$ cat config.mk
export PLATFORM = sky130hd
export DESIGN_NAME = pcstc_top
export DESIGN_NICKNAME = d
export VERILOG_FILES = /design/src/shared/pcstc_pkg.sv /design/src/logic/pcstc_wait_decode.sv /design/src/logic/pcstc_top.sv
export SDC_FILE = /design/constraint.sdc
export NUM_CORES = 1
export LEC_CHECK = 0
export ABC_AREA = 1
export BUFFER_PORTS_ARGS = -buffer_cell sky130_fd_sc_hd__buf_2
export CAP_MARGIN = 15
export CORE_AREA = 8 8 112 114
export CTS_BUF_LIST = sky130_fd_sc_hd__clkbuf_8
export DETAILED_ROUTE_END_ITERATION = 6
export DIE_AREA = 0 0 120 122
export SYNTH_ARGS = -nofsm -noshare
export SYNTH_HDL_FRONTEND = slang
export SYNTH_SLANG_ARGS = --single-unit
export TNS_END_PERCENT = 50
$ cat constraint.sdc
create_clock -name pclk -period 3.2 [get_ports pclk]
set_input_delay 0.32 -clock pclk [delete_from_list [all_inputs] [get_ports pclk]]
set_output_delay 0.32 -clock pclk [all_outputs]
set_load 0.005 [all_outputs]
$ cat src/shared/pcstc_pkg.sv
// Constants and types for the PC Card strobe timing control block
package pcstc_pkg;

	// ==========================================================
	// Register map (byte addresses on APB)
	localparam logic [7:0] STRB_OFFSET = 8'h00;
	localparam logic [7:0] STAT_OFFSET = 8'h04;
	localparam int ADDR_W = 8;

	// ==========================================================
	// Strobe timing register layout
	localparam int REG_W = 16;
	localparam logic [15:0] STRB_RESET = 16'h0000;
	localparam logic [15:0] STRB_WMASK = 16'hcfff;
	localparam int A6_WAIT_TOP = 15;
	localparam int A5_WAIT_TOP = 14;
	localparam int A5_TED_B2 = 11;
	localparam int A5_TED_B1 = 7;
	localparam int A5_TED_B0 = 6;
	localparam int A6_TED_B2 = 10;
	localparam int A6_TED_B1 = 5;
	localparam int A6_TED_B0 = 4;
	localparam int A5_TEH_B2 = 9;
	localparam int A5_TEH_B1 = 3;
	localparam int A5_TEH_B0 = 2;
	localparam int A6_TEH_B2 = 8;
	localparam int A6_TEH_B1 = 1;
	localparam int A6_TEH_B0 = 0;

	// ==========================================================
	// Status register layout
	localparam int ST_BUSY = 0;
	localparam int ST_STATE_LO = 1;
	localparam int ST_STATE_HI = 2;
	localparam int ST_AREA6 = 3;
	localparam int ST_WAIT = 4;
	localparam int ST_WRITE = 5;

	// ==========================================================
	// Timing
	localparam int CLK_PERIOD_NS = 10;
	localparam int CNT_W = 6;
	localparam int BEATS_W = 4;
	localparam logic [5:0] MIN_BURST_STATES = 6'h02;

	// ==========================================================
	// Cycle generator states, Gray along the path
	typedef enum logic [1:0] {
		PCSTC_IDLE = 2'b00,
		PCSTC_SETUP = 2'b01,
		PCSTC_STROBE = 2'b11,
		PCSTC_HOLD = 2'b10
	} pcstc_state_t;

endpackage

$ cat src/logic/pcstc_wait_decode.sv
// Wait code decoder: first-cycle waits, burst states, wait pin enable
`timescale 1ns/1ps
module pcstc_wait_decode (
	input wire logic [3:0] code,
	output logic [5:0] first_waits,
	output logic [5:0] burst_states,
	output logic first_wait_en
);

	// ==========================================================
	// Wait count table
	always_comb begin
		case (code)
			4'h0: first_waits = 6'h00;
			4'h1: first_waits = 6'h01;
			4'h2: first_waits = 6'h02;
			4'h3: first_waits = 6'h03;
			4'h4: first_waits = 6'h04;
			4'h5: first_waits = 6'h06;
			4'h6: first_waits = 6'h08;
			4'h7: first_waits = 6'h0a;
			4'h8: first_waits = 6'h0c;
			4'h9: first_waits = 6'h0e;
			4'ha: first_waits = 6'h12;
			4'hb: first_waits = 6'h16;
			4'hc: first_waits = 6'h1a;
			4'hd: first_waits = 6'h1e;
			4'he: first_waits = 6'h22;
			default: first_waits = 6'h26;
		endcase
	end

	// One state above the wait count, never under two
	always_comb begin
		if (first_waits + 6'h01 < pcstc_pkg::MIN_BURST_STATES) begin
			burst_states = pcstc_pkg::MIN_BURST_STATES;
		end else begin
			burst_states = first_waits + 6'h01;
		end
	end

	// First-beat wait pin ignored at code zero only; burst beats always sample it
	assign first_wait_en = (code != 4'h0);

endmodule

$ cat src/logic/pcstc_top.sv
// PC Card strobe timing register and strobe cycle generator
//
// Functional notes
// - 16-bit read/write strobe timing register
// - Power-on clears it; manual reset, standby keep
// - Strobe width comes from wait settings, beat count and card wait pin
// - Area 6 wait code top bit 15
// - Burst state is waits plus one, min two
// - Area 5 wait code top bit 14
// - Bits 13,12 read zero, write zero
// - Area 5 assert delay code plus half
// - Area 6 assert delay code plus half
// - Area 5 address hold code plus half
// - Area 6 address hold code plus half
`timescale 1ns/1ps
module pcstc_top (
	input wire logic pclk,
	input wire logic presetn,
	input wire logic [7:0] paddr,
	input wire logic psel,
	input wire logic penable,
	input wire logic pwrite,
	input wire logic [31:0] pwdata,
	output logic [31:0] prdata,
	output logic pready,
	output logic pslverr,
	input wire logic manual_reset_n,
	input wire logic standby,
	input wire logic [2:0] area5_wait_code_low,
	input wire logic [2:0] area6_wait_code_low,
	input wire logic cyc_req,
	input wire logic cyc_area6,
	input wire logic cyc_write,
	input wire logic [3:0] cyc_beats,
	input wire logic card_wait_n,
	output logic cyc_ack,
	output logic cyc_beat,
	output logic cyc_busy,
	output logic addr_en,
	output logic card_oe_n,
	output logic card_we_n
);

	// ==========================================================
	// Declarations
	logic [15:0] strb_q;
	logic [31:0] prdata_q;
	logic pready_q;
	logic pslverr_q;
	logic wait_meta_q;
	logic wait_sync_q;
	pcstc_pkg::pcstc_state_t state_q;
	logic [5:0] cnt_q;
	logic [3:0] beats_left_q;
	logic area6_q;
	logic write_q;
	logic burst_q;
	logic strobe_req_q;
	logic addr_en_q;
	logic ack_q;
	logic beat_q;
	logic oe_n_q;
	logic we_n_q;
	logic [3:0] a5_code;
	logic [3:0] a6_code;
	logic [5:0] a5_first;
	logic [5:0] a6_first;
	logic [5:0] a5_burst;
	logic [5:0] a6_burst;
	logic a5_wen;
	logic a6_wen;
	logic [2:0] ted;
	logic [2:0] teh;
	logic [5:0] first_waits;
	logic [5:0] burst_states;
	logic first_wen;
	logic [2:0] req_ted;
	logic [5:0] req_first;
	logic wait_en;
	logic stall;
	logic accept;
	logic apb_setup;
	logic apb_write;
	logic [31:0] rd_mux;
	logic rd_err;

	// ==========================================================
	// Field helper
	function automatic logic [2:0] field3(
		input logic [15:0] r,
		input int b2,
		input int b1,
		input int b0
	);
		field3 = {r[b2], r[b1], r[b0]};
	endfunction

	// ==========================================================
	// Wait code assembly and decode
	assign a6_code = {strb_q[pcstc_pkg::A6_WAIT_TOP],
		area6_wait_code_low};
	assign a5_code = {strb_q[pcstc_pkg::A5_WAIT_TOP],
		area5_wait_code_low};

	pcstc_wait_decode u_a5_dec (
		.code(a5_code),
		.first_waits(a5_first),
		.burst_states(a5_burst),
		.first_wait_en(a5_wen)
	);

	pcstc_wait_decode u_a6_dec (
		.code(a6_code),
		.first_waits(a6_first),
		.burst_states(a6_burst),
		.first_wait_en(a6_wen)
	);

	// Live selection by the latched area of the running cycle
	always_comb begin
		if (area6_q) begin
			ted = field3(strb_q, pcstc_pkg::A6_TED_B2,
				pcstc_pkg::A6_TED_B1, pcstc_pkg::A6_TED_B0);
			teh = field3(strb_q, pcstc_pkg::A6_TEH_B2,
				pcstc_pkg::A6_TEH_B1, pcstc_pkg::A6_TEH_B0);
			first_waits = a6_first;
			burst_states = a6_burst;
			first_wen = a6_wen;
		end else begin
			ted = field3(strb_q, pcstc_pkg::A5_TED_B2,
				pcstc_pkg::A5_TED_B1, pcstc_pkg::A5_TED_B0);
			teh = field3(strb_q, pcstc_pkg::A5_TEH_B2,
				pcstc_pkg::A5_TEH_B1, pcstc_pkg::A5_TEH_B0);
			first_waits = a5_first;
			burst_states = a5_burst;
			first_wen = a5_wen;
		end
	end

	// Values for the area of a request being accepted
	always_comb begin
		if (cyc_area6) begin
			req_ted = field3(strb_q, pcstc_pkg::A6_TED_B2,
				pcstc_pkg::A6_TED_B1, pcstc_pkg::A6_TED_B0);
			req_first = a6_first;
		end else begin
			req_ted = field3(strb_q, pcstc_pkg::A5_TED_B2,
				pcstc_pkg::A5_TED_B1, pcstc_pkg::A5_TED_B0);
			req_first = a5_first;
		end
	end

	// ==========================================================
	// APB slave, one wait-free access phase
	assign apb_setup = psel && !penable;
	assign apb_write = psel && penable && pready_q && pwrite;

	always_comb begin
		rd_mux = 32'h0000_0000;
		rd_err = 1'b0;
		case (paddr)
			pcstc_pkg::STRB_OFFSET: begin
				rd_mux[15:0] = strb_q & pcstc_pkg::STRB_WMASK;
			end
			pcstc_pkg::STAT_OFFSET: begin
				rd_mux[pcstc_pkg::ST_BUSY] = (state_q != pcstc_pkg::PCSTC_IDLE);
				rd_mux[pcstc_pkg::ST_STATE_HI:pcstc_pkg::ST_STATE_LO] = state_q;
				rd_mux[pcstc_pkg::ST_AREA6] = area6_q;
				rd_mux[pcstc_pkg::ST_WAIT] = !wait_sync_q;
				rd_mux[pcstc_pkg::ST_WRITE] = write_q;
			end
			default: begin
				rd_err = 1'b1;
			end
		endcase
	end

	always_ff @(posedge pclk or negedge presetn) begin
		if (!presetn) begin
			pready_q <= 1'b0;
			pslverr_q <= 1'b0;
			prdata_q <= 32'h0000_0000;
		end else begin
			pready_q <= apb_setup;
			pslverr_q <= apb_setup && rd_err;
			if (apb_setup && !pwrite) begin
				prdata_q <= rd_mux;
			end else begin
				prdata_q <= 32'h0000_0000;
			end
		end
	end

	// Only power-on reset clears it; manual reset has no path here
	always_ff @(posedge pclk or negedge presetn) begin
		if (!presetn) begin
			strb_q <= pcstc_pkg::STRB_RESET;
		end else if (apb_write && paddr == pcstc_pkg::STRB_OFFSET) begin
			strb_q <= pwdata[15:0] & pcstc_pkg::STRB_WMASK;
		end
	end

	// ==========================================================
	// Wait pin synchroniser
	always_ff @(posedge pclk or negedge presetn) begin
		if (!presetn) begin
			wait_meta_q <= 1'b1;
			wait_sync_q <= 1'b1;
		end else begin
			wait_meta_q <= card_wait_n;
			wait_sync_q <= wait_meta_q;
		end
	end

	// ==========================================================
	// Cycle generator
	// Standby only blocks new cycles; a running one completes
	assign accept = (state_q == pcstc_pkg::PCSTC_IDLE) && cyc_req &&
		!standby && manual_reset_n;
	assign wait_en = burst_q || first_wen;
	assign stall = wait_en && !wait_sync_q;

	always_ff @(posedge pclk or negedge presetn) begin
		if (!presetn) begin
			area6_q <= 1'b0;
			write_q <= 1'b0;
		end else if (accept) begin
			area6_q <= cyc_area6;
			write_q <= cyc_write;
		end
	end

	always_ff @(posedge pclk or negedge presetn) begin
		if (!presetn) begin
			state_q <= pcstc_pkg::PCSTC_IDLE;
			cnt_q <= 6'h00;
			beats_left_q <= 4'h0;
			burst_q <= 1'b0;
			strobe_req_q <= 1'b0;
			addr_en_q <= 1'b0;
			ack_q <= 1'b0;
			beat_q <= 1'b0;
		end else if (!manual_reset_n) begin
			state_q <= pcstc_pkg::PCSTC_IDLE;
			cnt_q <= 6'h00;
			beats_left_q <= 4'h0;
			burst_q <= 1'b0;
			strobe_req_q <= 1'b0;
			addr_en_q <= 1'b0;
			ack_q <= 1'b0;
			beat_q <= 1'b0;
		end else begin
			ack_q <= 1'b0;
			beat_q <= 1'b0;
			case (state_q)
				pcstc_pkg::PCSTC_IDLE: begin
					if (accept) begin
						addr_en_q <= 1'b1;
						burst_q <= 1'b0;
						if (cyc_beats == 4'h0) begin
							beats_left_q <= 4'h0;
						end else begin
							beats_left_q <= cyc_beats - 4'h1;
						end
						// Zero delay: strobe follows address by half
						if (req_ted == 3'h0) begin
							strobe_req_q <= 1'b1;
							state_q <= pcstc_pkg::PCSTC_STROBE;
							cnt_q <= req_first;
						end else begin
							state_q <= pcstc_pkg::PCSTC_SETUP;
							cnt_q <= {3'h0, req_ted - 3'h1};
						end
					end
				end
				pcstc_pkg::PCSTC_SETUP: begin
					if (cnt_q == 6'h00) begin
						strobe_req_q <= 1'b1;
						state_q <= pcstc_pkg::PCSTC_STROBE;
						cnt_q <= first_waits;
					end else begin
						cnt_q <= cnt_q - 6'h01;
					end
				end
				pcstc_pkg::PCSTC_STROBE: begin
					if (cnt_q != 6'h00) begin
						cnt_q <= cnt_q - 6'h01;
					end else if (!stall) begin
						beat_q <= 1'b1;
						if (beats_left_q != 4'h0) begin
							beats_left_q <= beats_left_q - 4'h1;
							burst_q <= 1'b1;
							cnt_q <= burst_states - 6'h01;
						end else begin
							strobe_req_q <= 1'b0;
							state_q <= pcstc_pkg::PCSTC_HOLD;
							cnt_q <= {3'h0, teh};
						end
					end
				end
				pcstc_pkg::PCSTC_HOLD: begin
					// Address drops code+0.5 cycles after the strobe rises
					if (cnt_q == 6'h00) begin
						addr_en_q <= 1'b0;
						ack_q <= 1'b1;
						burst_q <= 1'b0;
						state_q <= pcstc_pkg::PCSTC_IDLE;
					end else begin
						cnt_q <= cnt_q - 6'h01;
					end
				end
				default: begin
					state_q <= pcstc_pkg::PCSTC_IDLE;
				end
			endcase
		end
	end

	// ==========================================================
	// Half-cycle strobe stage on the falling edge
	// Costs a second clock edge but gives the x.5 offsets exactly
	always_ff @(negedge pclk or negedge presetn) begin
		if (!presetn) begin
			oe_n_q <= 1'b1;
			we_n_q <= 1'b1;
		end else begin
			oe_n_q <= !(strobe_req_q && !write_q);
			we_n_q <= !(strobe_req_q && write_q);
		end
	end

	// ==========================================================
	// Outputs
	assign prdata = prdata_q;
	assign pready = pready_q;
	assign pslverr = pslverr_q;
	assign cyc_ack = ack_q;
	assign cyc_beat = beat_q;
	assign cyc_busy = addr_en_q;
	assign addr_en = addr_en_q;
	assign card_oe_n = oe_n_q;
	assign card_we_n = we_n_q;

endmodule

# Yosys cells after proc, flatten, opt, wreduce, memory -nomap -nowiden

Memory sizes are Yosys's and may differ from the RTL's.
Index checks and enable logic that the tools add are counted.

Output and inout port bits: 40
Memories: 2
Input bits: 61
Memory bits (writable): 0
Register bits after elaboration: 71
Latch bits: 0
Bits in read-only memories: 192
Word-level logic and storage cells: 147

Mux-type cells: 62
Reduce and logical (&&, ||, !) cells: 38
Order comparisons: 2
Shifts and indexed selects: 0
Bitwise gates (word level): 0
Divide/modulo/power cells: 0
$add $sub $neg: 7
Equality and inequality tests: 18
Multiply operators: 0

Memories:

| memory           | words | width | read ports | clocked after memory_dff | wr ports | RTL line                | text |
|---|---|---|---|---|---|---|---|
| (name not given) | 16    | 6     | 1          | 0                        | 0        | pcstc_wait_decode.sv:13 | `case (code)` |
| (name not given) | 16    | 6     | 1          | 0                        | 0        | pcstc_wait_decode.sv:13 |  |

Operators with widths:

| cell                | count |
|---|---|
| $mux 6              | 13 |
| $mux 1              | 24 |
| $mux 4              | 6 |
| $ne 3x3->1 const B  | 8 |
| $pmux 6 s4          | 1 |
| $mux 16             | 1 |
| $mux 2              | 8 |
| $logic_and 1x1->1   | 13 |
| $add 6x1->6 const B | 2 |
| $lt 6x2->1 const B  | 2 |
| $pmux 6 s2          | 1 |
| $reduce_and 6->1    | 2 |
| $reduce_bool 4->1   | 3 |
| $sub 6x1->6 const B | 2 |
| $mux 10             | 1 |
| $eq 8x3->1 const B  | 1 |
| $logic_not 8->1     | 1 |
| $ne 4x1->1 const B  | 2 |
| $pmux 2 s4          | 1 |
| $pmux 4 s2          | 1 |
| $sub 4x1->4 const B | 2 |
| $logic_not 1->1     | 7 |
| $reduce_and 7->1    | 1 |
| $logic_not 6->1     | 1 |
| other kinds (18)    | 23 |

# Logic depth before layout (Yosys ltp)

An unclocked memory read counts as a cell.

Depth after elaboration: 11
Mapped depth: 26
Depth with buffers taken out: 26

# By module

Synthesis repeated with hierarchy kept, for this count alone.

Cells, all modules: 561
Area, all modules: 4050.1 µm²

By module, submodules not included:

| module                        | seq. area each (µm²) | area an instance (µm²) | cells an instance | instances |
|---|---|---|---|---|
| pcstc_top                     | 1331.3               | 3422.0                 | 447               | 1 |
| pcstc_wait_decode at u_a6_dec | 0.0                  | 319.1                  | 56                | 1 |
| pcstc_wait_decode at u_a5_dec | 0.0                  | 309.0                  | 58                | 1 |

==> results.json <==
{
  "outcome": "finished clean",
  "wire_per_inst_um": 13.8,
  "syn2layout_area_growth_pct": 15.0,
  "crit_chain": "buf_2",
  "grt_first_pass_wirelength_um": 16900,
  "power.leakage_nw": 2.23,
  "num_rows": 38,
  "clockRootBuffer": "clkbuf_8",
  "clock_sinks": 53,
  "maxCapViolations": 0,
  "ys_seq_area_share_pct": 35.9,
  "drv_slew": 0,
  "insertion_delay_ns": 0.36,
  "setup_viol": 0,
  "drc": 0,
  "cts_buffers": 5,
  "h-tree-depth": 2,
  "overflow": 0,
  "antennaDiodeCount": 0,
  "antenna_found_initial": 0,
  "hold_depth": 1,
  "ys_ff_latch": 53,
  "clock_path_buffers": 2,
  "grt_max_degree": 52,
  "hpwl_um": 7950,
  "synth_area_leader_cell": "dfrtp_1",
  "synth_edf_count": 0,
  "required_ns": 2.88,
  "synthArstFlopShare_pct": 100,
  "ir_worst_vdd_mv": 0.361,
  "ios": 101,
  "max_stage_delay_ns": 0.51,
  "synth_cells": 505,
  "io_buffers": 64,
  "tightest_slew_ns": 0.759,
  "relSlewSlack_pct": 49.0,
  "tns_ns": 0,
  "grt_setup_unrepaired": "false",
  "core_um2": 10700,
  "die_y_um": 122,
  "yosys-top-cells-area": "dfrtp_1 (33%), nand2_1 (10%), inv_1 (6.8%)",
  "crit_family": "flip-flops",
  "yosys_warnings": 0,
  "synthFlopType": "dfrtp_1",
  "start_kind": "register",
  "synth_area_um2": 3700,
  "r2r_setup_slack_ns": 0.34,
  "die_area_um2": 14600,
  "rr_worst_depth": 20,
  "whs_endpoint": "wait_meta_q",
  "nets": 650,
  "synth_top_area_share_pct": 33.1,
  "cp-end-kind": "output port",
  "grt_usage_pct": 13.9,
  "crit_path_top_delay_cell": "dfstp_2",
  "vias": 3448,
  "drt-total-wl_um": 9810,
  "power_density_nw_per_um2": 616,
  "vias_per_cell": 4.84,
  "hold_path.class": "input pin to register",
  "synth_cell_types": 43,
  "reg2reg_from": "strb_q[15]",
  "die_width_um": 120,
  "drt-initial-drc-count": 194,
  "drive_gt1_share_pct": 20.2,
  "finClkSkew_ns": 0.0558,
  "p_total_w": 0.00262,
  "drtAntennaViolNets": 0,
  "crit_buf_inv": 1,
  "hold_start": "card_wait_n",
  "synth.avg_cell_area_um2": 7.33,
  "path_clk_slew_ns": 0.10,
  "grt_pass1_vias": 3546,
  "arrival_ns": 2.58,
  "start_util_pct": 34.6,
  "worst-path-max-fanout": 1,
  "critPathKind": "register to output port",
  "gp_congestion": 0.883,
  "hold_violations": 0,
  "drtPass1Iterations": 5,
  "r2r-end": "cnt_q[2]",
  "synth_common_cells": "nand2_1 (102), inv_1 (67), dfrtp_1 (49)",
  "cts_tree": "built",
  "yosysMostFrequentCell": "nand2_1"
}
==> layout by cell type, fill, tap and decap left out, types with 2 or more instances in the layout <==
cell and instances:
dfstp_2 4, o21ai_0 32, inv_2 4, dfrtp_2 2
o31ai_1 6, nor4_1 5, dfrtp_1 47, mux2_1 4
inv_1 68, nand3_1 26, nand2_1 102, buf_4 9
nor3b_1 2, ha_1 16, o21a_1 2, a211oi_1 2
nand4_1 7, buf_2 64, mux2_2 4, conb_1 18
clkbuf_8 5, nand2_2 6, a31oi_1 3, o21ai_1 8
xor2_1 5, nor2_4 2, nor3_1 12, o211ai_1 3
nor2_1 44, nor2_2 6, o32ai_1 2, a21oi_1 37
==> per-stage QoR <==
stage	std cells	util [%]	hold WS [ns]	area, um2	setup WS (ns)
2_1_floorplan	522	-	0.0244	3770	0.633
3_3_place_gp	702	38.4	0.347	4110	0.183
3_5_place_dp	702	38.4	0.349	4110	0.107
4_1_cts	711	39.5	0.0904	4230	0.0801
5_1_grt	713	39.8	0.0898	4260	0.00700
6_report	713	39.8	0.0970	4260	0.300
==> state kept, by name, summed over array words and instances (netlist names) <==
signal / cells
addr_en: 1
area6_q: 1
beats_left_q: 4
burst_q: 1
card_oe_n: 1
card_we_n: 1
cnt_q: 6
cyc_ack: 1
cyc_beat: 1
prdata: 14
pready: 1
pslverr: 1
state_q: 2
strb_q: 14
strobe_req_q: 1
wait_meta_q: 1
wait_sync_q: 1
write_q: 1
==> cell type report <==
class	count	area, um2
Multi-Input combinational cell	365	1960
Fill cell	1155	6440
Tap cell	140	175
Clock buffer	5	68.8
Sequential cell	53	1330
Clock inverter	5	57.6
Inverter	72	278
Timing Repair Buffer	73	388
==> what timing repair did <==
item | CTS | global route
gates resized for setup | 0 | 6
setup endpoints to repair | 0 | 3
buffers inserted | 0 | 2
hold buffers | 0 | 0
==> how the worst max path moves through the flow <==
stage / cells past startpoint / startpoint / to
2_1_floorplan: 22 / strb_q[15] / cnt_q[4]
3_5_place_dp: 22 / strb_q[14] / cnt_q[2]
3_3_place_gp: 22 / strb_q[14] / cnt_q[2]
4_1_cts: 22 / strb_q[14] / cnt_q[2]
6_report: 1 / card_we_n / card_we_n
5_1_grt: 23 / strb_q[14] / cnt_q[4]
==> layer usage <==
layer	up-vias	wire [um]	global-route usage (%)	part of all wire, %
met3	4	372	1.90	3.8
met2	75	4870	24.6	50
met1	1614	4500	17.5	46
li1	1755	-	-	-
met4	0	72	3.28	0.73
met5	-	0	0	0
==> cell families (layout without fill, tap and decap cells) <==
family | count (synthesis) | after routing | share of synthesized area, %
AO/OA/AOI/OAI | 99 | 99 | 14.8
XOR/XNOR | 6 | 6 | 1.42
adder cells (fa/ha/maj) | 17 | 17 | 5.74
buffers and inverters | 104 | 155 | 13.2
flip-flops | 53 | 53 | 35.9
multiplexers | 8 | 8 | 2.43
other | 1 | 18 | 0.101
AND/OR/NAND/NOR | 217 | 217 | 26.3
==> power by group <==
group          switching (W)  total, W  leakage (nW)  internal (W)
Clock               0.000244  0.000487        0.0709      0.000243
Sequential         0.0000959  0.000883         0.673      0.000787
Combinational       0.000815   0.00125          1.49      0.000439
Total                0.00115   0.00262          2.23       0.00147
Power figures use the tool's default switching activity.
